<file path="src/design/lpcal_consts.svh">
`ifndef LPCAL_CONSTS_SVH
`define LPCAL_CONSTS_SVH

// ----------------------------------------------------------------
// Register map
// ----------------------------------------------------------------
`define LPC_ADR_W 8
`define LPC_ADDR_CTRL 8'h00
`define LPC_ADDR_TRIG 8'h04
`define LPC_ADDR_STAT 8'h08

// ----------------------------------------------------------------
// Control register fields and reset
// ----------------------------------------------------------------
`define LPC_CTRL_RST 8'h88
`define LPC_EN_BIT 0
`define LPC_TMODE_BIT 1
`define LPC_NAP_HI 7
`define LPC_NAP_LO 5
`define LPC_WAKE_HI 4
`define LPC_WAKE_LO 3

// ----------------------------------------------------------------
// Trigger register fields and reset
// ----------------------------------------------------------------
`define LPC_TRIG_RST 3'h1
`define LPC_SWTRIG_BIT 0
`define LPC_SRC_BIT 1
`define LPC_BGEN_BIT 2

// ----------------------------------------------------------------
// Interval timing
// ----------------------------------------------------------------
`define LPC_CNT_W 48
`define LPC_K_W 6
`define LPC_UNIT_CYCLES 48'h0000_0000_0100
`define LPC_NAP_K_LIST {6'h21, 6'h1E, 6'h1B, 6'h18, 6'h15, 6'h12, 6'h0F, 6'h03}
`define LPC_WAKE_K_LIST {6'h18, 6'h15, 6'h12, 6'h03}
`define LPC_SYNC_RST 3'h7

`endif

</file>
<file path="src/design/lpcal_pkg.sv">
`default_nettype none
`include "lpcal_consts.svh"

package lpcal_pkg;

  typedef enum logic [1:0] {ST_IDLE, ST_NAP, ST_SETTLE, ST_CAL} phase_t;

  typedef struct packed {
    logic running;
    logic [`LPC_CNT_W-1:0] count;
  } timer_state_t;

  typedef struct packed {
    phase_t st;
    logic [7:0] ctrl;
    logic [2:0] trig;
    logic ack;
    logic [31:0] rdat;
    logic [2:0] sync;
    logic pin_filt;
  } sched_state_t;

endpackage : lpcal_pkg

`default_nettype wire

</file>
<file path="src/design/interval_timer.sv">
`default_nettype none
`include "lpcal_consts.svh"

module interval_timer
  import lpcal_pkg::*;
(
  input wire logic clk_in,
  input wire logic rstn_in,
  input wire logic start_in,
  input wire logic [`LPC_CNT_W-1:0] length_in,
  output logic busy_out,
  output logic done_out
);

  timer_state_t r_q;
  timer_state_t r_d;

  // ----------------------------------------------------------------
  // Down counter, reloaded on every start
  // ----------------------------------------------------------------
  always_comb
  begin
    r_d = r_q;
    if (start_in)
    begin
      r_d.running = 1'b1;
      r_d.count = length_in - `LPC_CNT_W'(1);
    end
    else if (r_q.running)
    begin
      if (r_q.count == '0)
        r_d.running = 1'b0;
      else
        r_d.count = r_q.count - `LPC_CNT_W'(1);
    end
  end

  always_ff @(posedge clk_in or negedge rstn_in)
  begin
    if (!rstn_in)
      r_q <= '0;
    else
      r_q <= r_d;
  end

  assign busy_out = r_q.running;
  assign done_out = r_q.running && (r_q.count == '0);

  // ----------------------------------------------------------------
  // Checks
  // ----------------------------------------------------------------
  a_timer_reload: assert property (@(posedge clk_in) disable iff (!rstn_in)
    start_in |=> r_q.running && (r_q.count == $past(length_in) - `LPC_CNT_W'(1)))
    else $error("timer not reloaded on start");

endmodule : interval_timer

`default_nettype wire

</file>
<file path="src/design/lowpower_bg_cal_scheduler.sv">
// Added by the designer: register access over Wishbone and the register addresses.
`default_nettype none
`include "lpcal_consts.svh"

module lowpower_bg_cal_scheduler
  import lpcal_pkg::*;
#(
  parameter logic [`LPC_CNT_W-1:0] UNIT_CYCLES = `LPC_UNIT_CYCLES,
  parameter logic [8*`LPC_K_W-1:0] NAP_K_LIST = `LPC_NAP_K_LIST,
  parameter logic [4*`LPC_K_W-1:0] WAKE_K_LIST = `LPC_WAKE_K_LIST
)
(
  input wire logic clk_in,
  input wire logic rstn_in,
  input wire logic wb_cyc_in,
  input wire logic wb_stb_in,
  input wire logic wb_we_in,
  input wire logic [`LPC_ADR_W-1:0] wb_adr_in,
  input wire logic [3:0] wb_sel_in,
  input wire logic [31:0] wb_dat_in,
  output logic [31:0] wb_dat_out,
  output logic wb_ack_out,
  input wire logic cal_trigger_pin_in,
  input wire logic cal_done_in,
  output logic core_sleep_out,
  output logic core_settle_out,
  output logic cal_request_out
);

  sched_state_t r_q;
  sched_state_t r_d;
  logic req;
  logic active;
  logic trig_mode;
  logic cal_trig;
  logic tstart;
  logic [`LPC_CNT_W-1:0] tlen;
  logic tbusy;
  logic tdone;
  logic [`LPC_CNT_W-1:0] nap_len;
  logic [`LPC_CNT_W-1:0] wake_len;

  // ----------------------------------------------------------------
  // Helpers
  // ----------------------------------------------------------------
  function automatic logic [`LPC_CNT_W-1:0] interval_len(
    input logic [`LPC_K_W-1:0] k,
    input logic [`LPC_CNT_W-1:0] unit
  );
    logic [`LPC_CNT_W-1:0] one;
    one = `LPC_CNT_W'(1);
    return `LPC_CNT_W'(((one << k) + one) * unit);
  endfunction : interval_len

  function automatic logic addr_hit(
    input logic [`LPC_ADR_W-1:0] adr,
    input logic [`LPC_ADR_W-1:0] off
  );
    return adr == off;
  endfunction : addr_hit

  // ----------------------------------------------------------------
  // Decoded controls
  // ----------------------------------------------------------------
  assign req = wb_cyc_in && wb_stb_in;
  assign active = r_q.ctrl[`LPC_EN_BIT] && r_q.trig[`LPC_BGEN_BIT];
  assign trig_mode = r_q.ctrl[`LPC_TMODE_BIT];
  // Pin only counts once filtered; the software bit is already local
  assign cal_trig = r_q.trig[`LPC_SRC_BIT] ? r_q.pin_filt : r_q.trig[`LPC_SWTRIG_BIT];
  assign nap_len = interval_len(
    NAP_K_LIST[r_q.ctrl[`LPC_NAP_HI:`LPC_NAP_LO]*`LPC_K_W +: `LPC_K_W], UNIT_CYCLES);
  assign wake_len = interval_len(
    WAKE_K_LIST[r_q.ctrl[`LPC_WAKE_HI:`LPC_WAKE_LO]*`LPC_K_W +: `LPC_K_W], UNIT_CYCLES);

  // ----------------------------------------------------------------
  // Next state
  // ----------------------------------------------------------------
  always_comb
  begin
    r_d = r_q;
    tstart = 1'b0;
    tlen = nap_len;

    r_d.sync = {r_q.sync[1], r_q.sync[0], cal_trigger_pin_in};
    if (r_q.sync[2] == r_q.sync[1])
      r_d.pin_filt = r_q.sync[2];

    r_d.ack = req && !r_q.ack;
    if (req && !r_q.ack)
    begin
      r_d.rdat = '0;
      if (addr_hit(wb_adr_in, `LPC_ADDR_CTRL))
        r_d.rdat[7:0] = r_q.ctrl;
      else if (addr_hit(wb_adr_in, `LPC_ADDR_TRIG))
        r_d.rdat[2:0] = r_q.trig;
      else if (addr_hit(wb_adr_in, `LPC_ADDR_STAT))
        r_d.rdat[2:0] = {cal_trig, r_q.st};
    end
    if (req && r_q.ack && wb_we_in && wb_sel_in[0])
    begin
      if (addr_hit(wb_adr_in, `LPC_ADDR_CTRL))
        r_d.ctrl = wb_dat_in[7:0];
      else if (addr_hit(wb_adr_in, `LPC_ADDR_TRIG))
        r_d.trig = wb_dat_in[2:0];
    end

    case (r_q.st)
      ST_IDLE:
      begin
        if (active)
        begin
          r_d.st = ST_NAP;
          tstart = !trig_mode;
        end
      end
      ST_NAP:
      begin
        if (!active)
          r_d.st = ST_IDLE;
        else if (trig_mode)
        begin
          if (!cal_trig)
          begin
            r_d.st = ST_SETTLE;
            tstart = 1'b1;
            tlen = wake_len;
          end
        end
        else if (tdone)
        begin
          r_d.st = ST_SETTLE;
          tstart = 1'b1;
          tlen = wake_len;
        end
        else if (!tbusy)
          tstart = 1'b1;
      end
      ST_SETTLE:
      begin
        if (!active)
          r_d.st = ST_IDLE;
        else if (tdone)
          r_d.st = ST_CAL;
      end
      ST_CAL:
      begin
        if (!active)
          r_d.st = ST_IDLE;
        else if (cal_done_in)
        begin
          r_d.st = ST_NAP;
          tstart = !trig_mode;
        end
      end
      default:
        r_d.st = ST_IDLE;
    endcase
  end

  always_ff @(posedge clk_in or negedge rstn_in)
  begin
    if (!rstn_in)
    begin
      r_q <= '0;
      r_q.st <= ST_IDLE;
      r_q.ctrl <= `LPC_CTRL_RST;
      r_q.trig <= `LPC_TRIG_RST;
      r_q.sync <= `LPC_SYNC_RST;
      r_q.pin_filt <= 1'b1;
    end
    else
      r_q <= r_d;
  end

  interval_timer u_timer (
    .clk_in(clk_in),
    .rstn_in(rstn_in),
    .start_in(tstart),
    .length_in(tlen),
    .busy_out(tbusy),
    .done_out(tdone)
  );

  assign wb_dat_out = r_q.rdat;
  assign wb_ack_out = r_q.ack;
  assign core_sleep_out = (r_q.st == ST_NAP);
  assign core_settle_out = (r_q.st == ST_SETTLE);
  assign cal_request_out = (r_q.st == ST_CAL);

  // ----------------------------------------------------------------
  // Checks
  // ----------------------------------------------------------------
  logic seen_q;
  logic [`LPC_CNT_W-1:0] cnt_q;
  logic [`LPC_CNT_W-1:0] len_q;

  always_ff @(posedge clk_in or negedge rstn_in)
  begin
    if (!rstn_in)
    begin
      seen_q <= 1'b0;
      cnt_q <= '0;
      len_q <= '0;
    end
    else
    begin
      seen_q <= 1'b1;
      if (tstart)
      begin
        cnt_q <= '0;
        len_q <= tlen;
      end
      else
        cnt_q <= cnt_q + `LPC_CNT_W'(1);
    end
  end

  a_reset_disabled: assert property (@(posedge clk_in) disable iff (!rstn_in)
    !seen_q |-> !r_q.ctrl[`LPC_EN_BIT] && (r_q.ctrl == `LPC_CTRL_RST))
    else $error("control register not at reset value");

  a_off_goes_idle: assert property (@(posedge clk_in) disable iff (!rstn_in)
    !active |=> r_q.st == ST_IDLE)
    else $error("scheduler running while disabled");

  a_nap_length: assert property (@(posedge clk_in) disable iff (!rstn_in)
    (r_q.st == ST_NAP) && !trig_mode && tdone |-> (cnt_q + `LPC_CNT_W'(1) == len_q))
    else $error("sleep interval length wrong");

  a_settle_length: assert property (@(posedge clk_in) disable iff (!rstn_in)
    (r_q.st == ST_SETTLE) && tdone |-> (cnt_q + `LPC_CNT_W'(1) == len_q))
    else $error("settle interval length wrong");

  a_nap_code: assert property (@(posedge clk_in) disable iff (!rstn_in)
    tstart && (r_d.st == ST_NAP) |=> tbusy && (len_q == $past(nap_len)))
    else $error("sleep length not taken from code");

  a_trig_holds: assert property (@(posedge clk_in) disable iff (!rstn_in)
    (r_q.st == ST_NAP) && trig_mode && cal_trig && active |=> r_q.st == ST_NAP)
    else $error("woke without trigger low");

  a_trig_wakes: assert property (@(posedge clk_in) disable iff (!rstn_in)
    (r_q.st == ST_NAP) && trig_mode && !cal_trig && active |=> r_q.st == ST_SETTLE ##1 tbusy)
    else $error("trigger low did not wake core");

  a_source_pick: assert property (@(posedge clk_in) disable iff (!rstn_in)
    !r_q.trig[`LPC_SRC_BIT] && $stable(r_q.trig) |-> cal_trig == r_q.trig[`LPC_SWTRIG_BIT])
    else $error("pin used while software source selected");

  // Trigger mode has no sleep count, so only auto mode must restart it
  a_cal_to_nap: assert property (@(posedge clk_in) disable iff (!rstn_in)
    (r_q.st == ST_CAL) && cal_done_in && active
    |=> (r_q.st == ST_NAP) && ($past(trig_mode) || cnt_q == '0))
    else $error("calibration end did not restart sleep");

  a_ctrl_write: assert property (@(posedge clk_in) disable iff (!rstn_in)
    req && r_q.ack && wb_we_in && wb_sel_in[0] && addr_hit(wb_adr_in, `LPC_ADDR_CTRL)
    |=> r_q.ctrl == $past(wb_dat_in[7:0]) ##1 !wb_ack_out)
    else $error("control write lost");

  a_settle_code: assert property (@(posedge clk_in) disable iff (!rstn_in)
    tstart && (r_d.st == ST_SETTLE) |=> tbusy && (len_q == $past(wake_len)))
    else $error("settle length not taken from code");

  a_trig_no_count: assert property (@(posedge clk_in) disable iff (!rstn_in)
    tstart && (r_d.st == ST_NAP) |-> !trig_mode)
    else $error("sleep count started in trigger mode");

  a_pin_filter: assert property (@(posedge clk_in) disable iff (!rstn_in)
    (r_q.sync[2] != r_q.sync[1]) |=> $stable(r_q.pin_filt))
    else $error("pin taken before two stages agree");

  a_cal_holds: assert property (@(posedge clk_in) disable iff (!rstn_in)
    (r_q.st == ST_CAL) && active && !cal_done_in |=> cal_request_out)
    else $error("calibration request dropped early");

  a_ack_answer: assert property (@(posedge clk_in) disable iff (!rstn_in)
    req && !wb_ack_out |=> wb_ack_out ##1 !wb_ack_out)
    else $error("bus answer not a single pulse");

  c_auto_wake: cover property (@(posedge clk_in) disable iff (!rstn_in)
    (r_q.st == ST_NAP) && !trig_mode ##1 r_q.st == ST_SETTLE);
  c_trig_wake: cover property (@(posedge clk_in) disable iff (!rstn_in)
    (r_q.st == ST_NAP) && trig_mode ##1 r_q.st == ST_SETTLE);
  c_cal_done: cover property (@(posedge clk_in) disable iff (!rstn_in)
    (r_q.st == ST_CAL) ##1 r_q.st == ST_NAP);
  c_bus_read: cover property (@(posedge clk_in) disable iff (!rstn_in)
    wb_ack_out && !wb_we_in && addr_hit(wb_adr_in, `LPC_ADDR_STAT));

endmodule : lowpower_bg_cal_scheduler

`default_nettype wire

</file>
<file path="config.mk">
export PLATFORM = sky130hd
export DESIGN_NAME = lowpower_bg_cal_scheduler
export DESIGN_NICKNAME = d
export VERILOG_FILES = /design/src/design/lpcal_pkg.sv /design/src/design/interval_timer.sv /design/src/design/lowpower_bg_cal_scheduler.sv
export VERILOG_INCLUDE_DIRS = /design/src /design/src/design
export SDC_FILE = /design/constraint.sdc
export NUM_CORES = 1
export LEC_CHECK = 0
export CORE_MARGIN = 3
export CORE_UTILIZATION = 45
export CTS_BUF_LIST = sky130_fd_sc_hd__clkbuf_8 sky130_fd_sc_hd__clkbuf_16
export CTS_CLUSTER_DIAMETER = 50
export CTS_CLUSTER_SIZE = 20
export DETAILED_ROUTE_END_ITERATION = 10
export DONT_BUFFER_PORTS = 1
export PLACE_DENSITY = 0.6
export SLEW_MARGIN = 10
export SYNTH_ARGS = -nofsm -noshare
export SYNTH_HDL_FRONTEND = slang
export SYNTH_SLANG_ARGS = --single-unit
</file>
<file path="constraint.sdc">
create_clock -name clk_in -period 5.43 [get_ports clk_in]
set_input_delay 1.086 -clock clk_in [delete_from_list [all_inputs] [get_ports clk_in]]
set_output_delay 1.086 -clock clk_in [all_outputs]
set_load 0.005 [all_outputs]
</file>
---- Word level (Yosys, flattened, before mapping) ----
Index checks and enable logic that the tools add are counted.
cells by class
  add/sub/neg operators ................... 4
  multipliers ............................. 2
  equal/unequal tests ..................... 12
  shifts and indexed selects .............. 4
  mux-type cells .......................... 33
  bitwise operators ....................... 1
  reduce and logical (&&, ||, !) cells .... 17
operators by type and width
  kind                     number
  $mux 48                  6
  $mux 49                  2
  $sub 48x1->48 const B    2
  $add 40x1->40 const B    2
  $shl 1x6->40 const A     2
  $logic_not 48->1         1
  $shiftx 48x7->6 const A  1
  $shiftx 24x6->6 const A  1
  $mux 2                   9
  $mux 1                   10
  $mux 3                   3
  $eq 8x3->1 const B       1
  $eq 8x4->1 const B       1
  $logic_not 8->1          1
  $pmux 2 s4               1
  $logic_and 1x1->1        7
  $mul 3x2->5 const B      1
  $mux 5                   1
  $reduce_and 5->1         1
  $eq 2x2->1 const B       2
  $mul 2x2->4 const B      1
  $ne 2x2->1 const B       2
  $ne 4x3->1 const B       1
  $ne 4x4->1 const B       1
  other kinds (11)         13
storage, ports and cells
  register bits after elaboration ......... 75
  output and inout port bits .............. 36
  logic and storage cells ................. 82

---- Depth between registers and ports, before layout ----
  depth in word-level cells ............... 10
  gate-level depth with buffers ........... 15
  mapped depth without buffers ............ 14

---- Cells and area by module ----
From an unflattened synthesis, not the netlist that was laid out.
unflattened totals
  cell total of the unflattened synthesis .. 661
  area, all modules ....................... 5,793.1 um2
modules (own cells, without submodules)
  module                     instances  cells each  area an instance (um2)
  interval_timer             1          449         3,870.0
  lowpower_bg_cal_scheduler  1          212         1,923.1

---- Least setup slack after synthesis ----
Ideal clock, no wire load.
  path type ............................... flip-flop to flip-flop
  start point ............................. register u_timer.r_q[42] (netlist name)
  end point ............................... register u_timer.r_q[26] (netlist name)
  setup time .............................. 0.124 ns
  data arrival time ....................... 3.172 ns
  data required time ...................... 5.306 ns
  slack ................................... 2.135 ns
  stages on the path, launching flop included .. 15
  buffers on the path ..................... 2
  clock period less this slack ............ 3.295 ns
  cell sequence ........................... dfrtp_1 > or4_1 > or4_1 > buf_2 > or2_4 > o21ai_4 > nand2_2 > nand2_1 > inv_1 > ha_1 > inv_1 > nor2_1 > buf_2 > o31ai_1 > o21ai_1
between the ends
  cells in the longest elaborated chain, start to end .. 8
ends and longest elaborated chain
  item                                                RTL line                                    text
  start, declared                                     interval_timer.sv:15                        timer_state_t r_q;
  start signal, assigned                              interval_timer.sv:43                        r_q <= r_d;
  $logic_not 48->1 (*)                                interval_timer.sv:31, interval_timer.sv:47
  $logic_and 1x1->1                                   interval_timer.sv:47                        assign done_out = r_q.running && (r_q.count == '0);
  $mux 48 / $mux 1 (equally long branches)            lowpower_bg_cal_scheduler.sv:129            else if (tdone)
  $mux 48 / $mux 1 (equally long branches)            lowpower_bg_cal_scheduler.sv:120            else if (trig_mode)
  $mux 48 / $mux 1 (equally long branches)            lowpower_bg_cal_scheduler.sv:118            if (!active)
  $mux 48 / $pmux 1 s3 (equally long branches)        lowpower_bg_cal_scheduler.sv:107            case (r_q.st)
  $sub 48x1->48, or another cell as far along         interval_timer.sv:27                        r_d.count = length_in - `LPC_CNT_W'(1);
  $mux 49 / $reduce_and 2->1 (equally long branches)  -
Every way passes the cells marked *; elsewhere a longest branch is shown, timed or not.
A chain may end at the register's enable or synchronous reset.

---- Final worst setup path ----
  start point ............................. register r_q[45] (netlist name)
  end point ............................... register u_timer.r_q[12] (netlist name)
between the ends
  cells in the longest elaborated chain, start to end .. 10
ends and longest elaborated chain
  item                        RTL line                                                            text
  start, declared             lowpower_bg_cal_scheduler.sv:30                                     sched_state_t r_q;
  start signal, assigned      lowpower_bg_cal_scheduler.sv:172                                    r_q <= r_d;
  $mul 3x2->5 (no line) (*)   -
  $shiftx 48x7->6 (*)         lowpower_bg_cal_scheduler.sv:71                                     NAP_K_LIST[r_q.ctrl[`LPC_NAP_HI:`LPC_NAP_LO]*`LPC_K_W +: `LPC_K_W], UNIT_CYCLES);
  $shl 1x6->40 (*)            lowpower_bg_cal_scheduler.sv:52                                     return `LPC_CNT_W'(((one << k) + one) * unit);
  $add 40x1->40 (*)           lowpower_bg_cal_scheduler.sv:52
  $mux 48 (on tied branches)  lowpower_bg_cal_scheduler.sv:129, lowpower_bg_cal_scheduler.sv:122
  $mux 48                     lowpower_bg_cal_scheduler.sv:120
  $mux 48                     lowpower_bg_cal_scheduler.sv:118
  $mux 48 (*)                 lowpower_bg_cal_scheduler.sv:107
  $sub 48x1->48 (*)           interval_timer.sv:27
  $mux 49 (*)                 interval_timer.sv:24                                                if (start_in)
Marks and branches as above.

==> run_results.csv <==
group,metric,value,unit
status,status,"finished, final reports clean",
die,fp.dieW,111,um
critical_path,worstPathMaxFanout,14,
route,wl_met3,800,um
clocking,cts_buffer_depth,2,
die,die-area,12400,um2
critical_path,critPathLaunchType,"flip-flop",
place,portBuffers,0,
yosys,synth_largest_area_cell,"dfrtp_1",
route,drc,0,
route,routedWlPerCell,18.0,um
timing,max_slew.worst_pin.slew,938,ps
route,routed.top_layer,"met4",
clocking,clkSinkCount,75,
route,firstDrtPassIters,5,
timing,fmax,0.232,GHz
yosys,avgSynthCellArea,9.07,um2
clocking,post_cts_buffers,0,
place,gp_congestion,0.915,
clocking,clk_latency,370,ps
critical_path,worstPathRequired,5720,ps
route,routed-via-count,4006,
global_route,grt_max_degree,76,
clocking,cts_root_buf,"clkbuf_8",
route,routed_wl,12.2,mm
global_route,antenna_found_initial,0,
yosys,syn-cell-area,5000,um2
flow_run,drv_cap,0,
pwr,max-vdd-ir-drop,0.146,mV
clocking,ctsHoldBuffers,0,
route,wl_met1,5.76,mm
die,core_area,10600,um2
yosys,yosys.area.top_type_share,34.1,%
route,drtIter0Drc,333,
clocking,clkSlewWorstSetupHoldPaths,80,ps
cells_and_area,nets,596,
clocking,ctsHtreeMaxLevel,3,
yosys,synthDistinctLibCells,75,
pwr,fin_total_pwr,1.02,mW
pwr,cellLeakagePower,2.17,nW
cells_and_area,antennaDiodeCount,0,
global_route,grt_pass1_vias,3816,
critical_path,crit_arrival,4600,ps
yosys,ys_seq_elements,75,
global_route,grt_overflow_total,0,
route,ant_nets,0,
route,via_per_inst,5.90,
critical_path,critPathKind,"flip-flop to flip-flop",
yosys,syn_inst,551,
yosys,synthFlopType,"dfrtp_1",
yosys,synthArstFlopShare,100,%
critical_path,endpoint_kind,"flip-flop",
timing,maxSlewViolCount,0,
die,initial_utilization,47.3,%
timing,period_share,79.3,%
global_route,grtUsageTotal,20.1,%
timing,final.setup.tns,0,ps
cells_and_area,syn2layout_area_growth,2.93,%
yosys,ys_seq_area_share,37.7,%
timing,skew,11.0,ps
yosys,synth_edf_count,0,
timing,period_minus_slack,4310,ps
clocking,cts_tree,"built",
timing,setup_viol,0,
timing,relSlewSlack,36.6,%
clocking,post_cts_resize_count,0,
place,place_hpwl,8.80,mm
yosys,ys_warn_count,0,
cells_and_area,final_layout_size_suffix_gt1_share,10.3,%
yosys,synthTopCellsByArea,"dfrtp_1 (34%), xnor2_1 (5.6%), buf_4 (4.8%), dfstp_2 (3.7%), nand2_1 (3.7%)",
route,wl_met2,5.54,mm
global_route,grt_first_pass_wirelength,19.9,mm
timing,hold_viol,0,
clocking,numCtsBuffers,9,
die,ios,87,
timing,rsz0062_at_grt,"no",
min_path,hp-class,"flip-flop to flip-flop",
die,die_height,111,um
die,row_count,37,
pwr,p_per_area,198,nW/um2
==> synth_stat cells, types with 8 or more instances <==
cell	instances
xnor2_1	32
clkbuf_1	11
nor3_1	20
and3_1	8
buf_2	8
nand2_1	49
or4_1	10
dfrtp_1	68
buf_4	32
mux2i_1	11
a21oi_1	19
nor4_1	20
nand3_1	19
inv_1	10
nand2b_1	8
xor2_1	13
nor2_1	45
or3_1	12
mux2_2	8
o21ai_0	23
==> stage by stage <==
| stage | hold slack (ps) | setup slack, ps | instance area [um2] | cells | util [%] |
|---|---|---|---|---|---|
| 3_5_place_dp | 348 | 1290 | 4950 | 663 | 46.9 |
| 5_1_grt | 361 | 754 | 5140 | 679 | 48.7 |
| 6_report | 355 | 1120 | 5140 | 679 | 48.7 |
| 4_1_cts | 359 | 1250 | 5140 | 679 | 48.7 |
| 2_1_floorplan | 345 | 2130 | 5090 | 576 | - |
| 3_3_place_gp | 348 | 1290 | 4950 | 663 | 46.9 |
==> critical path: stages (launching register included) <==
cell	delay, ps
dfrtp_1	610
inv_1	240
ha_1	390
and3_1	210
a31oi_1	520
nor2_1	170
ha_1	260
o21ai_0	80
o21ai_0	230
a311oi_1	370
nor3_2	150
nor2_1	610
nor2_1	230
a21oi_1	180
==> power by group <==
part / leakage, nW / total, mW / internal, mW / switching (mW)
Combinational: 1.12 / 0.0139 / 0.00420 / 0.00965
Sequential: 0.950 / 0.565 / 0.563 / 0.00256
Clock: 0.105 / 0.439 / 0.222 / 0.218
Total: 2.17 / 1.02 / 0.789 / 0.230
==> flip-flops by register name, summed over array words and instances (netlist names) <==
signal	count
wb_ack_out	1
wb_dat_out	8
u_timer.busy_out	1
r_d	2
u_timer.r_q	48
r_q	15
==> cells in the final DEF (no fill, tap or decap), types with 4 or more instances in the layout <==
| cell type | netlist | routed |
|---|---|---|
| o21ai_1 | 4 | 4 |
| or3_1 | 12 | 12 |
| clkbuf_8 | 0 | 10 |
| and2_1 | 6 | 6 |
| o22ai_1 | 6 | 6 |
| ha_1 | 7 | 7 |
| nor3_1 | 20 | 20 |
| xor2_1 | 13 | 13 |
| nor4_1 | 20 | 20 |
| a21oi_1 | 19 | 19 |
| nor2b_1 | 5 | 5 |
| a31oi_1 | 7 | 7 |
| buf_4 | 32 | 4 |
| nand2b_1 | 8 | 8 |
| and3_1 | 8 | 8 |
| mux2_2 | 8 | 8 |
| mux2i_1 | 11 | 11 |
| nor2_1 | 45 | 45 |
| o31ai_1 | 4 | 4 |
| dfrtp_1 | 68 | 68 |
| o21ai_0 | 23 | 23 |
| a22o_1 | 5 | 5 |
| conb_1 | 1 | 26 |
| a22oi_1 | 4 | 4 |
| inv_1 | 10 | 12 |
| xnor2_1 | 32 | 32 |
| dfstp_2 | 7 | 7 |
| a211oi_1 | 4 | 4 |
| nand4_1 | 7 | 7 |
| or4_1 | 10 | 10 |
| nand2_1 | 49 | 49 |
| nand3_1 | 19 | 19 |
==> final cells by class <==
cell class / instances / area [um2]
Fill cell: 1012 / 5410
Multi-Input combinational cell: 438 / 2820
Sequential cell: 75 / 1890
Tap cell: 136 / 170
Clock buffer: 10 / 138
Clock inverter: 6 / 58.8
Inverter: 10 / 37.5
Timing Repair Buffer: 4 / 30.0
==> logic make-up (layout without fill, tap and decap cells) <==
family | count (synthesis) | count (layout) | synth area share (%)
mux | 19 | 19 | 4.01
fa+ha+maj | 8 | 8 | 1.95
buf+inv | 63 | 30 | 7.64
other cells | 1 | 26 | 0.0750
flops | 75 | 75 | 37.7
simple gates | 238 | 238 | 26.7
compound gates | 102 | 102 | 14.0
xor+xnor | 45 | 45 | 7.89
==> path summary, 6_finish.rpt <==
check	start	to	slack, ps	cells past startpoint
worst min-delay path	r_d[3]	r_q[3]	360	0
worst min register to register	r_d[3]	r_q[3]	360	0
worst max-delay path	r_q[45]	u_timer.r_q[12]	1120	13
max in group asynchronous	rstn_in	r_q[47]	4760	0
min in group asynchronous	rstn_in	u_timer.r_q[42]	410	0
worst max register to register	r_q[45]	u_timer.r_q[12]	1120	13
==> metal layers <==
metal,GRT usage (%),vias up
met1,28.4,1958
met5,0,-
met2,30.1,117
met3,6.03,12
met4,5.52,0
li1,-,1919
Power figures use the tool's default switching activity.
